### config.mk
export PLATFORM = sky130hd
export DESIGN_NAME = link_cfg_top
export DESIGN_NICKNAME = d
export VERILOG_FILES = /design/src/link_cfg_pkg.sv /design/src/link_cfg_top.sv
export SDC_FILE = /design/constraint.sdc
export NUM_CORES = 1
export LEC_CHECK = 0
export BUFFER_PORTS_ARGS = -buffer_cell sky130_fd_sc_hd__buf_2
export CORE_MARGIN = 2
export CORE_UTILIZATION = 56
export CTS_BUF_LIST = sky130_fd_sc_hd__clkbuf_4 sky130_fd_sc_hd__clkbuf_8 sky130_fd_sc_hd__clkbuf_16
export CTS_CLUSTER_SIZE = 28
export DETAILED_ROUTE_END_ITERATION = 7
export PLACE_DENSITY = 0.81
export SYNTH_ARGS = -nofsm -noshare
export SYNTH_HDL_FRONTEND = slang
export SYNTH_SLANG_ARGS = --single-unit
### constraint.sdc
create_clock -name i_core_clk -period 9.35 [get_ports i_core_clk]
set_input_delay 0.935 -clock i_core_clk [delete_from_list [all_inputs] [get_ports i_core_clk]]
set_output_delay 0.935 -clock i_core_clk [all_outputs]
set_load 0.01 [all_outputs]
### src/link_cfg_pkg.sv
// Package for the serial link channel and sync configuration block.
// Assumes a 32-bit AXI4-Lite register bus with one aligned word per register.
`default_nettype none

package link_cfg_pkg;

	// ==========================================================
	// Register indices and byte addresses
	localparam logic [11:0] CHANNEL_ENABLE_IDX = 12'h209;
	localparam logic [11:0] SYNC_HEADER_SELECT_IDX = 12'h20f;
	localparam logic [11:0] SYNC_REQUEST_COUNT_IDX = 12'h210;
	localparam logic [11:0] LINK_CONTROL_IDX = 12'h300;
	localparam logic [11:0] LINK_STATUS_IDX = 12'h301;
	localparam int ADDR_W = 14;

	function automatic logic [ADDR_W-1:0] byte_addr(input logic [11:0] idx);
		byte_addr = {idx, 2'b00};
	endfunction

	// ==========================================================
	// Field positions
	localparam int FIRST_PAIR_BIT = 0;
	localparam int SECOND_PAIR_BIT = 1;
	localparam int ONE_CONV_BIT = 2;
	localparam int LINK_ENABLE_BIT = 0;
	localparam int LINK_FORMAT_BIT = 1;
	localparam int FULL_LANE_LSB = 4;
	localparam int FULL_CONV_LSB = 8;
	localparam int CNT_W = 4;
	localparam int THRESH_W = 5;

	// ==========================================================
	// Reset values
	localparam logic [2:0] CHANNEL_ENABLE_RST = 3'h3;
	localparam logic [1:0] SYNC_HEADER_RST = 2'h0;
	localparam logic [THRESH_W-1:0] SYNC_REQUEST_RST = 5'h03;
	localparam logic [CNT_W-1:0] FULL_LANE_RST = 4'h8;
	localparam logic [CNT_W-1:0] FULL_CONV_RST = 4'h4;

	// ==========================================================
	// Sync word encodings and timing
	localparam logic [1:0] SH_CRC12 = 2'h0;
	localparam logic [1:0] SH_FEC = 2'h2;
	localparam logic [11:0] CRC12_POLY = 12'h80f;
	localparam int MB_WORDS = 32;
	localparam logic [1:0] RESP_OKAY = 2'b00;
	localparam logic [1:0] RESP_SLVERR = 2'b10;

endpackage

`default_nettype wire

### src/link_cfg_top.sv
// Serial link channel selection, lane scaling, sync word and sync request detection.
// Assumes one 25 MHz clock that also serves as link clock and an AXI4-Lite master.
`timescale 1ns/1ps
`default_nettype none

module link_cfg_top
	import link_cfg_pkg::*;
#(
	parameter int SAMPLE_W = 12,
	parameter int MAX_LANES = 8
)
(
	input wire logic i_core_clk,
	input wire logic i_reset,
	// AXI4-Lite slave.
	input wire logic [link_cfg_pkg::ADDR_W-1:0] i_awaddr,
	input wire logic i_awvalid,
	output logic o_awready,
	input wire logic [31:0] i_wdata,
	input wire logic [3:0] i_wstrb,
	input wire logic i_wvalid,
	output logic o_wready,
	output logic [1:0] o_bresp,
	output logic o_bvalid,
	input wire logic i_bready,
	input wire logic [link_cfg_pkg::ADDR_W-1:0] i_araddr,
	input wire logic i_arvalid,
	output logic o_arready,
	output logic [31:0] o_rdata,
	output logic [1:0] o_rresp,
	output logic o_rvalid,
	input wire logic i_rready,
	// Sample stream, channels A to D from low to high.
	input wire logic [4*SAMPLE_W-1:0] i_sample_data,
	input wire logic i_sample_valid,
	output logic o_sample_ready,
	// Frame stream toward the lanes.
	output logic [4*SAMPLE_W-1:0] o_frame_data,
	output logic o_frame_valid,
	input wire logic i_frame_ready,
	output logic [MAX_LANES-1:0] o_lane_active,
	output logic o_tail_pad,
	output logic [31:0] o_sync_word,
	output logic o_sync_word_valid,
	// Sync request input, active low, and detected request.
	input wire logic i_sync_n,
	output logic o_sync_request
);
	import link_cfg_pkg::*;

	// ==========================================================
	// Registers
	logic [2:0] channel_enable_reg;
	logic [1:0] sync_header_select_reg;
	logic [THRESH_W-1:0] sync_request_count_reg;
	logic link_enable_reg;
	logic link_format_select_reg;
	logic [CNT_W-1:0] full_lane_count_reg;
	logic [CNT_W-1:0] full_converter_count_reg;
	logic [CNT_W-1:0] lane_count_reg;
	logic [CNT_W-1:0] converter_count_reg;
	logic [2:0] active_cfg_reg;
	logic link_enable_d_reg;
	logic [THRESH_W:0] low_run_reg;
	logic [11:0] crc_reg;
	logic [31:0] fec_reg;
	logic [5:0] word_cnt_reg;
	logic [4*SAMPLE_W-1:0] skid_data_reg;
	logic skid_valid_reg;
	logic wr_fire;
	logic rd_fire;
	logic [31:0] rd_value;
	logic rd_hit;
	logic wr_hit;
	logic [4*SAMPLE_W-1:0] mapped;
	logic [4*SAMPLE_W-1:0] in_word;
	logic in_take;
	logic out_take;
	logic half_mode;
	logic skid_valid_next;

	// Address decode used by both read and write paths.
	function automatic logic is_mapped(input logic [ADDR_W-1:0] a);
		is_mapped = (a == byte_addr(CHANNEL_ENABLE_IDX)) || (a == byte_addr(SYNC_HEADER_SELECT_IDX))
			|| (a == byte_addr(SYNC_REQUEST_COUNT_IDX)) || (a == byte_addr(LINK_CONTROL_IDX))
			|| (a == byte_addr(LINK_STATUS_IDX));
	endfunction

	// One CRC-12 step over a whole frame word.
	function automatic logic [11:0] crc12_word(input logic [11:0] c, input logic [4*SAMPLE_W-1:0] d);
		logic [11:0] r;
		r = c;
		for (int i = 4*SAMPLE_W-1; i >= 0; i--)
		begin
			r = (r[11] ^ d[i]) ? ({r[10:0], 1'b0} ^ CRC12_POLY) : {r[10:0], 1'b0};
		end
		crc12_word = r;
	endfunction

	// ==========================================================
	// AXI4-Lite handshakes: address and data are taken together, one cycle ready pulses.
	assign wr_fire = o_awready;
	assign rd_fire = o_arready;
	assign wr_hit = is_mapped(i_awaddr);
	assign rd_hit = is_mapped(i_araddr);

	always_ff @(posedge i_core_clk or posedge i_reset)
	begin
		if (i_reset)
		begin
			o_awready <= 1'b0;
			o_wready <= 1'b0;
			o_bvalid <= 1'b0;
			o_bresp <= RESP_OKAY;
		end
		else
		begin
			o_awready <= i_awvalid && i_wvalid && !o_awready && !o_bvalid;
			o_wready <= i_awvalid && i_wvalid && !o_awready && !o_bvalid;
			if (wr_fire)
			begin
				o_bvalid <= 1'b1;
				o_bresp <= wr_hit ? RESP_OKAY : RESP_SLVERR;
			end
			else if (i_bready)
			begin
				o_bvalid <= 1'b0;
			end
		end
	end

	// Read channel; unmapped addresses answer SLVERR with zero data.
	always_ff @(posedge i_core_clk or posedge i_reset)
	begin
		if (i_reset)
		begin
			o_arready <= 1'b0;
			o_rvalid <= 1'b0;
			o_rdata <= 32'h0;
			o_rresp <= RESP_OKAY;
		end
		else
		begin
			o_arready <= i_arvalid && !o_arready && !o_rvalid;
			if (rd_fire)
			begin
				o_rvalid <= 1'b1;
				o_rdata <= rd_value;
				o_rresp <= rd_hit ? RESP_OKAY : RESP_SLVERR;
			end
			else if (i_rready)
			begin
				o_rvalid <= 1'b0;
			end
		end
	end

	// Read multiplexer; reserved bits read as zero.
	always_comb
	begin
		rd_value = 32'h0;
		if (i_araddr == byte_addr(CHANNEL_ENABLE_IDX))
			rd_value[2:0] = channel_enable_reg;
		else if (i_araddr == byte_addr(SYNC_HEADER_SELECT_IDX))
			rd_value[1:0] = sync_header_select_reg;
		else if (i_araddr == byte_addr(SYNC_REQUEST_COUNT_IDX))
			rd_value[THRESH_W-1:0] = sync_request_count_reg;
		else if (i_araddr == byte_addr(LINK_CONTROL_IDX))
		begin
			rd_value[LINK_ENABLE_BIT] = link_enable_reg;
			rd_value[LINK_FORMAT_BIT] = link_format_select_reg;
			rd_value[FULL_LANE_LSB +: CNT_W] = full_lane_count_reg;
			rd_value[FULL_CONV_LSB +: CNT_W] = full_converter_count_reg;
		end
		else if (i_araddr == byte_addr(LINK_STATUS_IDX))
		begin
			rd_value[0] = i_sync_n;
			rd_value[1] = o_sync_request;
			rd_value[FULL_LANE_LSB +: CNT_W] = lane_count_reg;
			rd_value[FULL_CONV_LSB +: CNT_W] = converter_count_reg;
		end
	end

	// Register writes; only defined bits are stored, upper bits are dropped.
	always_ff @(posedge i_core_clk or posedge i_reset)
	begin
		if (i_reset)
		begin
			channel_enable_reg <= CHANNEL_ENABLE_RST;
			sync_header_select_reg <= SYNC_HEADER_RST;
			sync_request_count_reg <= SYNC_REQUEST_RST;
			link_enable_reg <= 1'b0;
			link_format_select_reg <= 1'b0;
			full_lane_count_reg <= FULL_LANE_RST;
			full_converter_count_reg <= FULL_CONV_RST;
		end
		else if (wr_fire)
		begin
			if (i_awaddr == byte_addr(CHANNEL_ENABLE_IDX) && i_wstrb[0])
				channel_enable_reg <= i_wdata[2:0];
			if (i_awaddr == byte_addr(SYNC_HEADER_SELECT_IDX) && i_wstrb[0])
				sync_header_select_reg <= i_wdata[1:0];
			if (i_awaddr == byte_addr(SYNC_REQUEST_COUNT_IDX) && i_wstrb[0])
				sync_request_count_reg <= i_wdata[THRESH_W-1:0];
			if (i_awaddr == byte_addr(LINK_CONTROL_IDX))
			begin
				if (i_wstrb[0])
				begin
					link_enable_reg <= i_wdata[LINK_ENABLE_BIT];
					link_format_select_reg <= i_wdata[LINK_FORMAT_BIT];
					full_lane_count_reg <= i_wdata[FULL_LANE_LSB +: CNT_W];
				end
				if (i_wstrb[1])
					full_converter_count_reg <= i_wdata[FULL_CONV_LSB +: CNT_W];
			end
		end
	end

	// ==========================================================
	// Lane and converter scaling, latched when the link is enabled.
	assign half_mode = !channel_enable_reg[FIRST_PAIR_BIT] || !channel_enable_reg[SECOND_PAIR_BIT]
		|| channel_enable_reg[ONE_CONV_BIT];

	always_ff @(posedge i_core_clk or posedge i_reset)
	begin
		if (i_reset)
		begin
			link_enable_d_reg <= 1'b0;
			lane_count_reg <= '0;
			converter_count_reg <= '0;
			active_cfg_reg <= CHANNEL_ENABLE_RST;
			o_tail_pad <= 1'b0;
			o_lane_active <= '0;
		end
		else
		begin
			link_enable_d_reg <= link_enable_reg;
			if (!link_enable_reg)
				o_lane_active <= '0;
			else if (!link_enable_d_reg)
			begin
				active_cfg_reg <= channel_enable_reg;
				if (half_mode)
				begin
					lane_count_reg <= CNT_W'((full_lane_count_reg + 4'd1) >> 1);
					converter_count_reg <= full_converter_count_reg >> 1;
					o_tail_pad <= full_lane_count_reg[0];
				end
				else
				begin
					lane_count_reg <= full_lane_count_reg;
					converter_count_reg <= full_converter_count_reg;
					o_tail_pad <= 1'b0;
				end
				for (int i = 0; i < MAX_LANES; i++)
				begin
					o_lane_active[i] <= half_mode
						? (i < ((32'(full_lane_count_reg) + 1) >> 1))
						: (i < 32'(full_lane_count_reg));
				end
			end
		end
	end

	// ==========================================================
	// Sample slot mapping from the latched channel configuration.
	always_comb
	begin
		mapped = '0;
		if (active_cfg_reg[ONE_CONV_BIT])
			mapped[0 +: SAMPLE_W] = i_sample_data[0 +: SAMPLE_W];
		else if (!active_cfg_reg[FIRST_PAIR_BIT])
			mapped[0 +: 2*SAMPLE_W] = i_sample_data[2*SAMPLE_W +: 2*SAMPLE_W];
		else if (!active_cfg_reg[SECOND_PAIR_BIT])
			mapped[0 +: 2*SAMPLE_W] = i_sample_data[0 +: 2*SAMPLE_W];
		else
			mapped = i_sample_data;
	end

	// ==========================================================
	// Two-entry buffer: output register plus skid register.
	assign in_take = i_sample_valid && o_sample_ready && link_enable_d_reg;
	assign out_take = o_frame_valid && i_frame_ready;
	assign in_word = skid_valid_reg ? skid_data_reg : mapped;
	// Skid entry occupancy after this edge; ready follows it so that no held word is overwritten.
	assign skid_valid_next = (o_frame_valid && !out_take) ? (skid_valid_reg || in_take)
		: (skid_valid_reg && in_take);

	always_ff @(posedge i_core_clk or posedge i_reset)
	begin
		if (i_reset)
		begin
			o_frame_data <= '0;
			o_frame_valid <= 1'b0;
			skid_data_reg <= '0;
			skid_valid_reg <= 1'b0;
			o_sample_ready <= 1'b0;
		end
		else
		begin
			if (!o_frame_valid || out_take)
			begin
				o_frame_valid <= skid_valid_reg || in_take;
				if (skid_valid_reg || in_take)
					o_frame_data <= in_word;
				if (skid_valid_reg && in_take)
					skid_data_reg <= mapped;
				else
					skid_valid_reg <= 1'b0;
			end
			else if (in_take)
			begin
				skid_data_reg <= mapped;
				skid_valid_reg <= 1'b1;
			end
			o_sample_ready <= link_enable_reg && !skid_valid_next;
		end
	end

	// ==========================================================
	// Multiblock sync word with a CRC-12 check above zero command fields, or a 32-bit FEC check.
	always_ff @(posedge i_core_clk or posedge i_reset)
	begin
		if (i_reset)
		begin
			crc_reg <= '0;
			fec_reg <= '0;
			word_cnt_reg <= '0;
			o_sync_word <= '0;
			o_sync_word_valid <= 1'b0;
		end
		else
		begin
			o_sync_word_valid <= 1'b0;
			if (!link_enable_reg || !link_format_select_reg)
			begin
				crc_reg <= '0;
				fec_reg <= '0;
				word_cnt_reg <= '0;
			end
			else if (out_take)
			begin
				if (word_cnt_reg == 6'(MB_WORDS - 1))
				begin
					word_cnt_reg <= '0;
					crc_reg <= '0;
					fec_reg <= '0;
					o_sync_word_valid <= 1'b1;
					if (sync_header_select_reg == SH_FEC)
						o_sync_word <= fec_reg ^ o_frame_data[31:0];
					else if (sync_header_select_reg == SH_CRC12)
						o_sync_word <= {crc12_word(crc_reg, o_frame_data), 20'h0};
					else
						o_sync_word <= 32'h0;
				end
				else
				begin
					word_cnt_reg <= word_cnt_reg + 6'd1;
					crc_reg <= crc12_word(crc_reg, o_frame_data);
					fec_reg <= {fec_reg[30:0], fec_reg[31]} ^ o_frame_data[31:0];
				end
			end
		end
	end

	// ==========================================================
	// Sync request detection: count consecutive low samples of the sync input.
	always_ff @(posedge i_core_clk or posedge i_reset)
	begin
		if (i_reset)
		begin
			low_run_reg <= '0;
			o_sync_request <= 1'b0;
		end
		else if (i_sync_n)
		begin
			low_run_reg <= '0;
			o_sync_request <= 1'b0;
		end
		else
		begin
			if (low_run_reg <= {1'b0, sync_request_count_reg})
				low_run_reg <= low_run_reg + 6'd1;
			if (low_run_reg >= {1'b0, sync_request_count_reg})
				o_sync_request <= 1'b1;
		end
	end

endmodule

`default_nettype wire

; After elaboration in Yosys (flattened, before gate mapping)
; Index checks and enable logic that the tools add are counted.
[word_totals]
in_bits = 122
latchBits = 0
rom_bits = 0
output_inout_bits = 134
elab_cells = 334
memories = 0
ramBits = 0
reg_bits = 250
[op_classes]
shifts = 0
div = 0
bitwise = 100
n_mul = 0
n_addsub = 4
eq_ne = 15
muxes = 110
magnitude_cmp = 18
reduce_logical = 55
[op_table]
columns = op, count
row1 = $mux W12, 52
row2 = $not A5 Y5, 48
row3 = $mux W48, 4
row4 = $mux W32, 5
row5 = $eq A14 B12 Y1 const B, 10
row6 = $lt A3 B31 Y1 const A, 3
row7 = $mux W24, 3
row8 = $xor A32 B32 Y32, 2
row9 = $lt A1 B31 Y1 const A, 2
row10 = $lt A2 B31 Y1 const A, 2
row11 = $xor A1 B1 Y1, 48
row12 = $mux W36, 1
row13 = $mux W8, 4
row14 = $mux W6, 5
row15 = $mux W1, 23
row16 = $lt A3 B4 Y1 const A, 5
row17 = $logic_and A1 B1 Y1, 14
row18 = $mux W2, 7
row19 = $reduce_and A2 Y1, 7
row20 = $logic_or A1 B1 Y1, 13
row21 = $add A6 B1 Y6 const B, 2
row22 = $reduce_bool A2 Y1, 6
row23 = $logic_not A1 Y1, 11
row24 = $mux W10, 1
row25 = 16 further kinds, 24

; Logic depth before layout (Yosys ltp)
[logic_depth]
ltp_word = 99
mapped_depth = 10

; Worst setup path before layout
; Ideal clock, no wire load.
[synth_path]
path_kind = register to register
from = register o_frame_data[40]
to = register o_sync_word[20]
required_time_ps = 9217
slack_ps = 6633
path_stages_with_launch = 9
n_path_buf = 0
arrival_time_ps = 2584
setup_ps = 133
path_cell_list = dfrtp_1 > xnor3_2 > xor3_2 > xnor2_2 > xnor2_1 > xnor3_2 > xnor2_1 > a211oi_1 > a21oi_1
[synth_via]
elab_chain_cells = 84
[synth_lines]
columns = element, line_no
row1 = "start, declared", link_cfg_top.sv:38  ; output logic [4*SAMPLE_W-1:0] o_frame_data,
row2 = "start signal, assigned", link_cfg_top.sv:305  ; o_frame_data <= in_word;
row3 = $xor A1 B1 Y1 *, link_cfg_top.sv:95  ; r = (r[11] ^ d[i]) ? ({r[10:0], 1'b0} ^ CRC12_POLY) : {r[10:0], 1'b0};
row4 = $mux W12 *, link_cfg_top.sv:95
row5 = $xor A1 B1 Y1, link_cfg_top.sv:95
row6 = $mux W12 *, link_cfg_top.sv:95
row7 = $xor A1 B1 Y1, link_cfg_top.sv:95
row8 = $mux W12 *, link_cfg_top.sv:95
row9 = $xor A1 B1 Y1, link_cfg_top.sv:95
row10 = $mux W12 *, link_cfg_top.sv:95
row11 = (+68 left out), n/a
row12 = $xor A1 B1 Y1, link_cfg_top.sv:95
row13 = $mux W12 *, link_cfg_top.sv:95
row14 = $xor A1 B1 Y1, link_cfg_top.sv:95
row15 = $mux W12 *, link_cfg_top.sv:95
row16 = $xor A1 B1 Y1 *, link_cfg_top.sv:95
row17 = $mux W12 *, link_cfg_top.sv:95
row18 = $mux W32 *, link_cfg_top.sv:351  ; else if (sync_header_select_reg == SH_CRC12)
row19 = $mux W32 *, link_cfg_top.sv:349  ; if (sync_header_select_reg == SH_FEC)
row20 = "end signal, assigned", link_cfg_top.sv:350  ; o_sync_word <= fec_reg ^ o_frame_data[31:0];
row21 = "end signal, assigned", link_cfg_top.sv:352  ; o_sync_word <= {crc12_word(crc_reg, o_frame_data), 20'h0};
row22 = "end, declared", link_cfg_top.sv:43  ; output logic [31:0] o_sync_word,
; Every way passes the cells marked *; elsewhere a longest branch is shown, timed or not.
; A chain may end at the register's enable or synchronous reset.

; Worst setup path in the final report
[layout_path]
from = register o_frame_data[40]
to = register o_sync_word[31]
[layout_via]
elab_chain_cells = 84
[layout_lines]
columns = element, line_no
row1 = $xor A1 B1 Y1 *, link_cfg_top.sv:95
row2 = $mux W12 *, link_cfg_top.sv:95
row3 = $xor A1 B1 Y1, link_cfg_top.sv:95
row4 = $mux W12 *, link_cfg_top.sv:95
row5 = $xor A1 B1 Y1, link_cfg_top.sv:95
row6 = $mux W12 *, link_cfg_top.sv:95
row7 = $xor A1 B1 Y1, link_cfg_top.sv:95
row8 = $mux W12 *, link_cfg_top.sv:95
row9 = (+68 left out), n/a
row10 = $xor A1 B1 Y1, link_cfg_top.sv:95
row11 = $mux W12 *, link_cfg_top.sv:95
row12 = $xor A1 B1 Y1, link_cfg_top.sv:95
row13 = $mux W12 *, link_cfg_top.sv:95
row14 = $xor A1 B1 Y1, link_cfg_top.sv:95
row15 = $mux W12 *, link_cfg_top.sv:95
row16 = $mux W32 *, link_cfg_top.sv:351
row17 = $mux W32 *, link_cfg_top.sv:349
; Marks and branches as above.

==> key figures <==
Clocking
  • # clock sinks: 248
  • Post-CTS Setup Repair Bufs: 0
  • CTS H-Tree Depth: 1
  • CTS tree: yes
  • Clock Tree Root: clkbuf_16
  • Hold buffer count at CTS: 0
  • Reg clk slew, reported paths: 0.07 ns
  • Resized cells post-CTS: 0
  • Clk_lat worst skew: 0.56 ns
  • Inserted Clock Buffers: 27
  • CTS max path bufs: 3

Pwr
  • Leakage: 7.22 nW
  • Comb pwr share: 0.041
  • Worst IR Drop VDD: 0.118 mV
  • Seq pwr share: 0.458
  • Sw frac: 0.219
  • Power per cell area: 159 nW/um^2
  • Clock network power share: 0.500
  • Internal power: 0.00187 W
  • Sw Pwr: 0.000526 W

Job
  • Max Cap Viol: 0

Critical path
  • R2R cell count: 8
  • Max FO, Critical Path: 4
  • Worst setup path start: o_frame_data[40]
  • Setup crit end: o_sync_word[31]
  • Reg2reg end: o_sync_word[31]
  • Req. time, crit path: 9.81 ns
  • CP Class: register to register
  • R2r setup slk: 6.11 ns
  • Critical R2R Launch: o_frame_data[40]
  • CP Capture Type: register
  • Crit start category: register
  • WP data arrival: 3.70 ns

Timing
  • Final slew viol count: 0
  • Final cycle utilization of the critical path: 0.346
  • RSZ-0062 raised after global routing: no
  • Hold Vio Cnt, Final: 0
  • Clk_skew: 0.0403 ns
  • Final min period: 3.24 ns
  • TNS Setup: 0 ns
  • Fmax: 309 MHz
  • Setup Viol. Count Final: 0
  • Worst slew margin: 0.317
  • Tightest Pin Transition: 1.02 ns

Routing
  • Vias post-DR: 10,098
  • ANT nets after route: 0
  • Drt first pass iters: 5
  • WL per Instance: 17.8 um
  • Vias per cell: 5.59
  • Routed WL: 32,100 um
  • DR DRC count: 0
  • Initial DRC count: 914

Global routing
  • Vias in the first global route: 9,513
  • Largest net degree at the start of global routing: 101
  • Initial antenna violation count: 1
  • First-pass GRT wire length: 51,200 um
  • Tot GR Track Use: 0.265
  • Grt ovf: 0

Die
  • Die height: 156 um
  • Chip width: 156 um
  • Total die area: 24,400 sq um
  • # rows: 55
  • IO Pins: 256
  • Core area: 22,700 sq um
  • Initial core utilization: 0.571

Synthesis
  • Ys async rst share: 1.00
  • Syn_area_per_cell: 9.66 sq um
  • Sequential share of the synthesized area: 0.479
  • EDFF count, synth: 0
  • Cell count after synthesis: 1,343
  • Netlist cell types: 58
  • Synth warn: 0
  • Top_reg_cell synth: dfrtp_1
  • Cell area after synthesis: 13,000 sq um
  • Flops & latches, synth: 248

Outcome
  • Status: complete, no violations

Cells and area
  • Nets@finish: 1,629
  • Layout cells sized above 1: 0.215
  • Most frequent cells in the layout: dfrtp_1, nand2_1, buf_2, o21ai_0, xnor2_1
  • Final Util: 0.663
  • Commonest non-fill, non-tap cell in the layout: dfrtp_1
  • Fillcell total: 1,810
  • Area Growth Syn to Fin: 16.1%

Place
  • Post-DP HPWL: 22,600 um
  • IO Port Bufs: 211
  • GPL Wtd Cong: 0.932

Hold path
  • Hold Crit Class: register to register
-- kinds of logic after synthesis --
group                      synth area share
buffers and inverters                0.0493
DFF                                   0.479
adders and majority gates           0.00945
other                              0.000289
xor gates and xnor gates              0.153
muxes                                0.0449
and+or+nand+nor                       0.128
AOI/OAI and AO/OA                     0.136
-- stage by stage --
stage | cells | total power [W] | worst slack [ns] | cell area (sq um) | hold WS [ns]
floorplan | 1364 | 0.00117 | 1.61 | 13000 | 0.428
global placement | 1754 | 0.00121 | 6.28 | 14000 | 0.434
detailed placement | 1754 | 0.00122 | 6.24 | 14000 | 0.451
CTS | 1804 | 0.00241 | 6.21 | 15000 | 0.459
global route | 1805 | 0.00247 | 6.06 | 15100 | 0.480
finish | 1805 | 0.00240 | 6.11 | 15100 | 0.453
-- power groups by stage --
| stage | Clock, W | Combinational (W) | Sequential (W) |
|---|---|---|---|
| 3_5_place_dp | 0 | 0.000101 | 0.00112 |
| 3_3_place_gp | 0 | 0.0000984 | 0.00112 |
| 2_1_floorplan | 0 | 0.0000557 | 0.00112 |
| 6_report | 0.00120 | 0.0000994 | 0.00110 |
| 5_1_grt | 0.00125 | 0.000112 | 0.00110 |
| 4_1_cts | 0.00122 | 0.000101 | 0.00110 |
-- worst min path at each step --
stage,startpoint,endpoint,slack (ns),cells past startpoint
after global placement,o_bvalid,o_wready,0.43,1
after floorplan,link_enable_reg,link_enable_d_reg,0.43,0
after CTS,o_bvalid,o_wready,0.46,1
final,o_bvalid,o_wready,0.45,1
after global routing,o_rvalid,o_arready,0.48,1
after detailed placement,o_bvalid,o_wready,0.45,1
-- synth_stat cells, types with 4 or more instances --
cell type	number	area [sq um]
ha_1	9	113
nor2_1	80	300
and3_1	6	37.5
buf_4	25	188
mux2_2	25	282
xnor3_1	14	315
dfrtp_1	240	6010
nand2b_1	4	25.0
o21ai_1	4	20.0
o31ai_1	34	255
inv_1	25	93.8
buf_2	5	25.0
nor3_1	22	110
dfstp_2	8	210
and2_1	7	43.8
a31oi_1	4	25.0
a211oi_1	5	37.5
mux2i_1	30	300
clkbuf_1	80	300
nor2b_1	9	56.3
xor2_1	30	263
xnor3_2	6	143
o21ai_0	163	816
buf_1	5	18.8
nand3_1	13	65.1
xnor2_1	123	1080
a21oi_1	70	350
a22o_1	16	140
nand2_1	236	886
-- metal layers --
metal / vias up / GRT usage / share of wire
li1: 4796 / - / -
met2: 379 / 0.408 / 0.45
met1: 4846 / 0.388 / 0.44
met5: - / 0 / 0
met3: 77 / 0.0375 / 0.075
met4: 0 / 0.0952 / 0.034
-- critical path: stages, from the launching register on --
cell and delay [ns]:
dfrtp_1 0.47, xnor3_2 0.51, xor3_2 0.46, xnor2_2 0.16
xnor2_1 0.36, xnor3_2 0.55, xnor2_1 0.35, a211oi_1 0.13
a21oi_1 0.17
-- layout make-up --
cell class                 count  area [sq um]  share of cell area
multi-input combinational    975          6230               0.414
sequential                   248          6220               0.413
timing repair buffer         221          1130              0.0751
clock buffer                  31           718              0.0477
tap                          285           357              0.0237
clock inverter                19           295              0.0196
inverter                      25           101             0.00673
antenna                        1          2.50            0.000166
No activity file was read; power rests on OpenSTA's default activity.
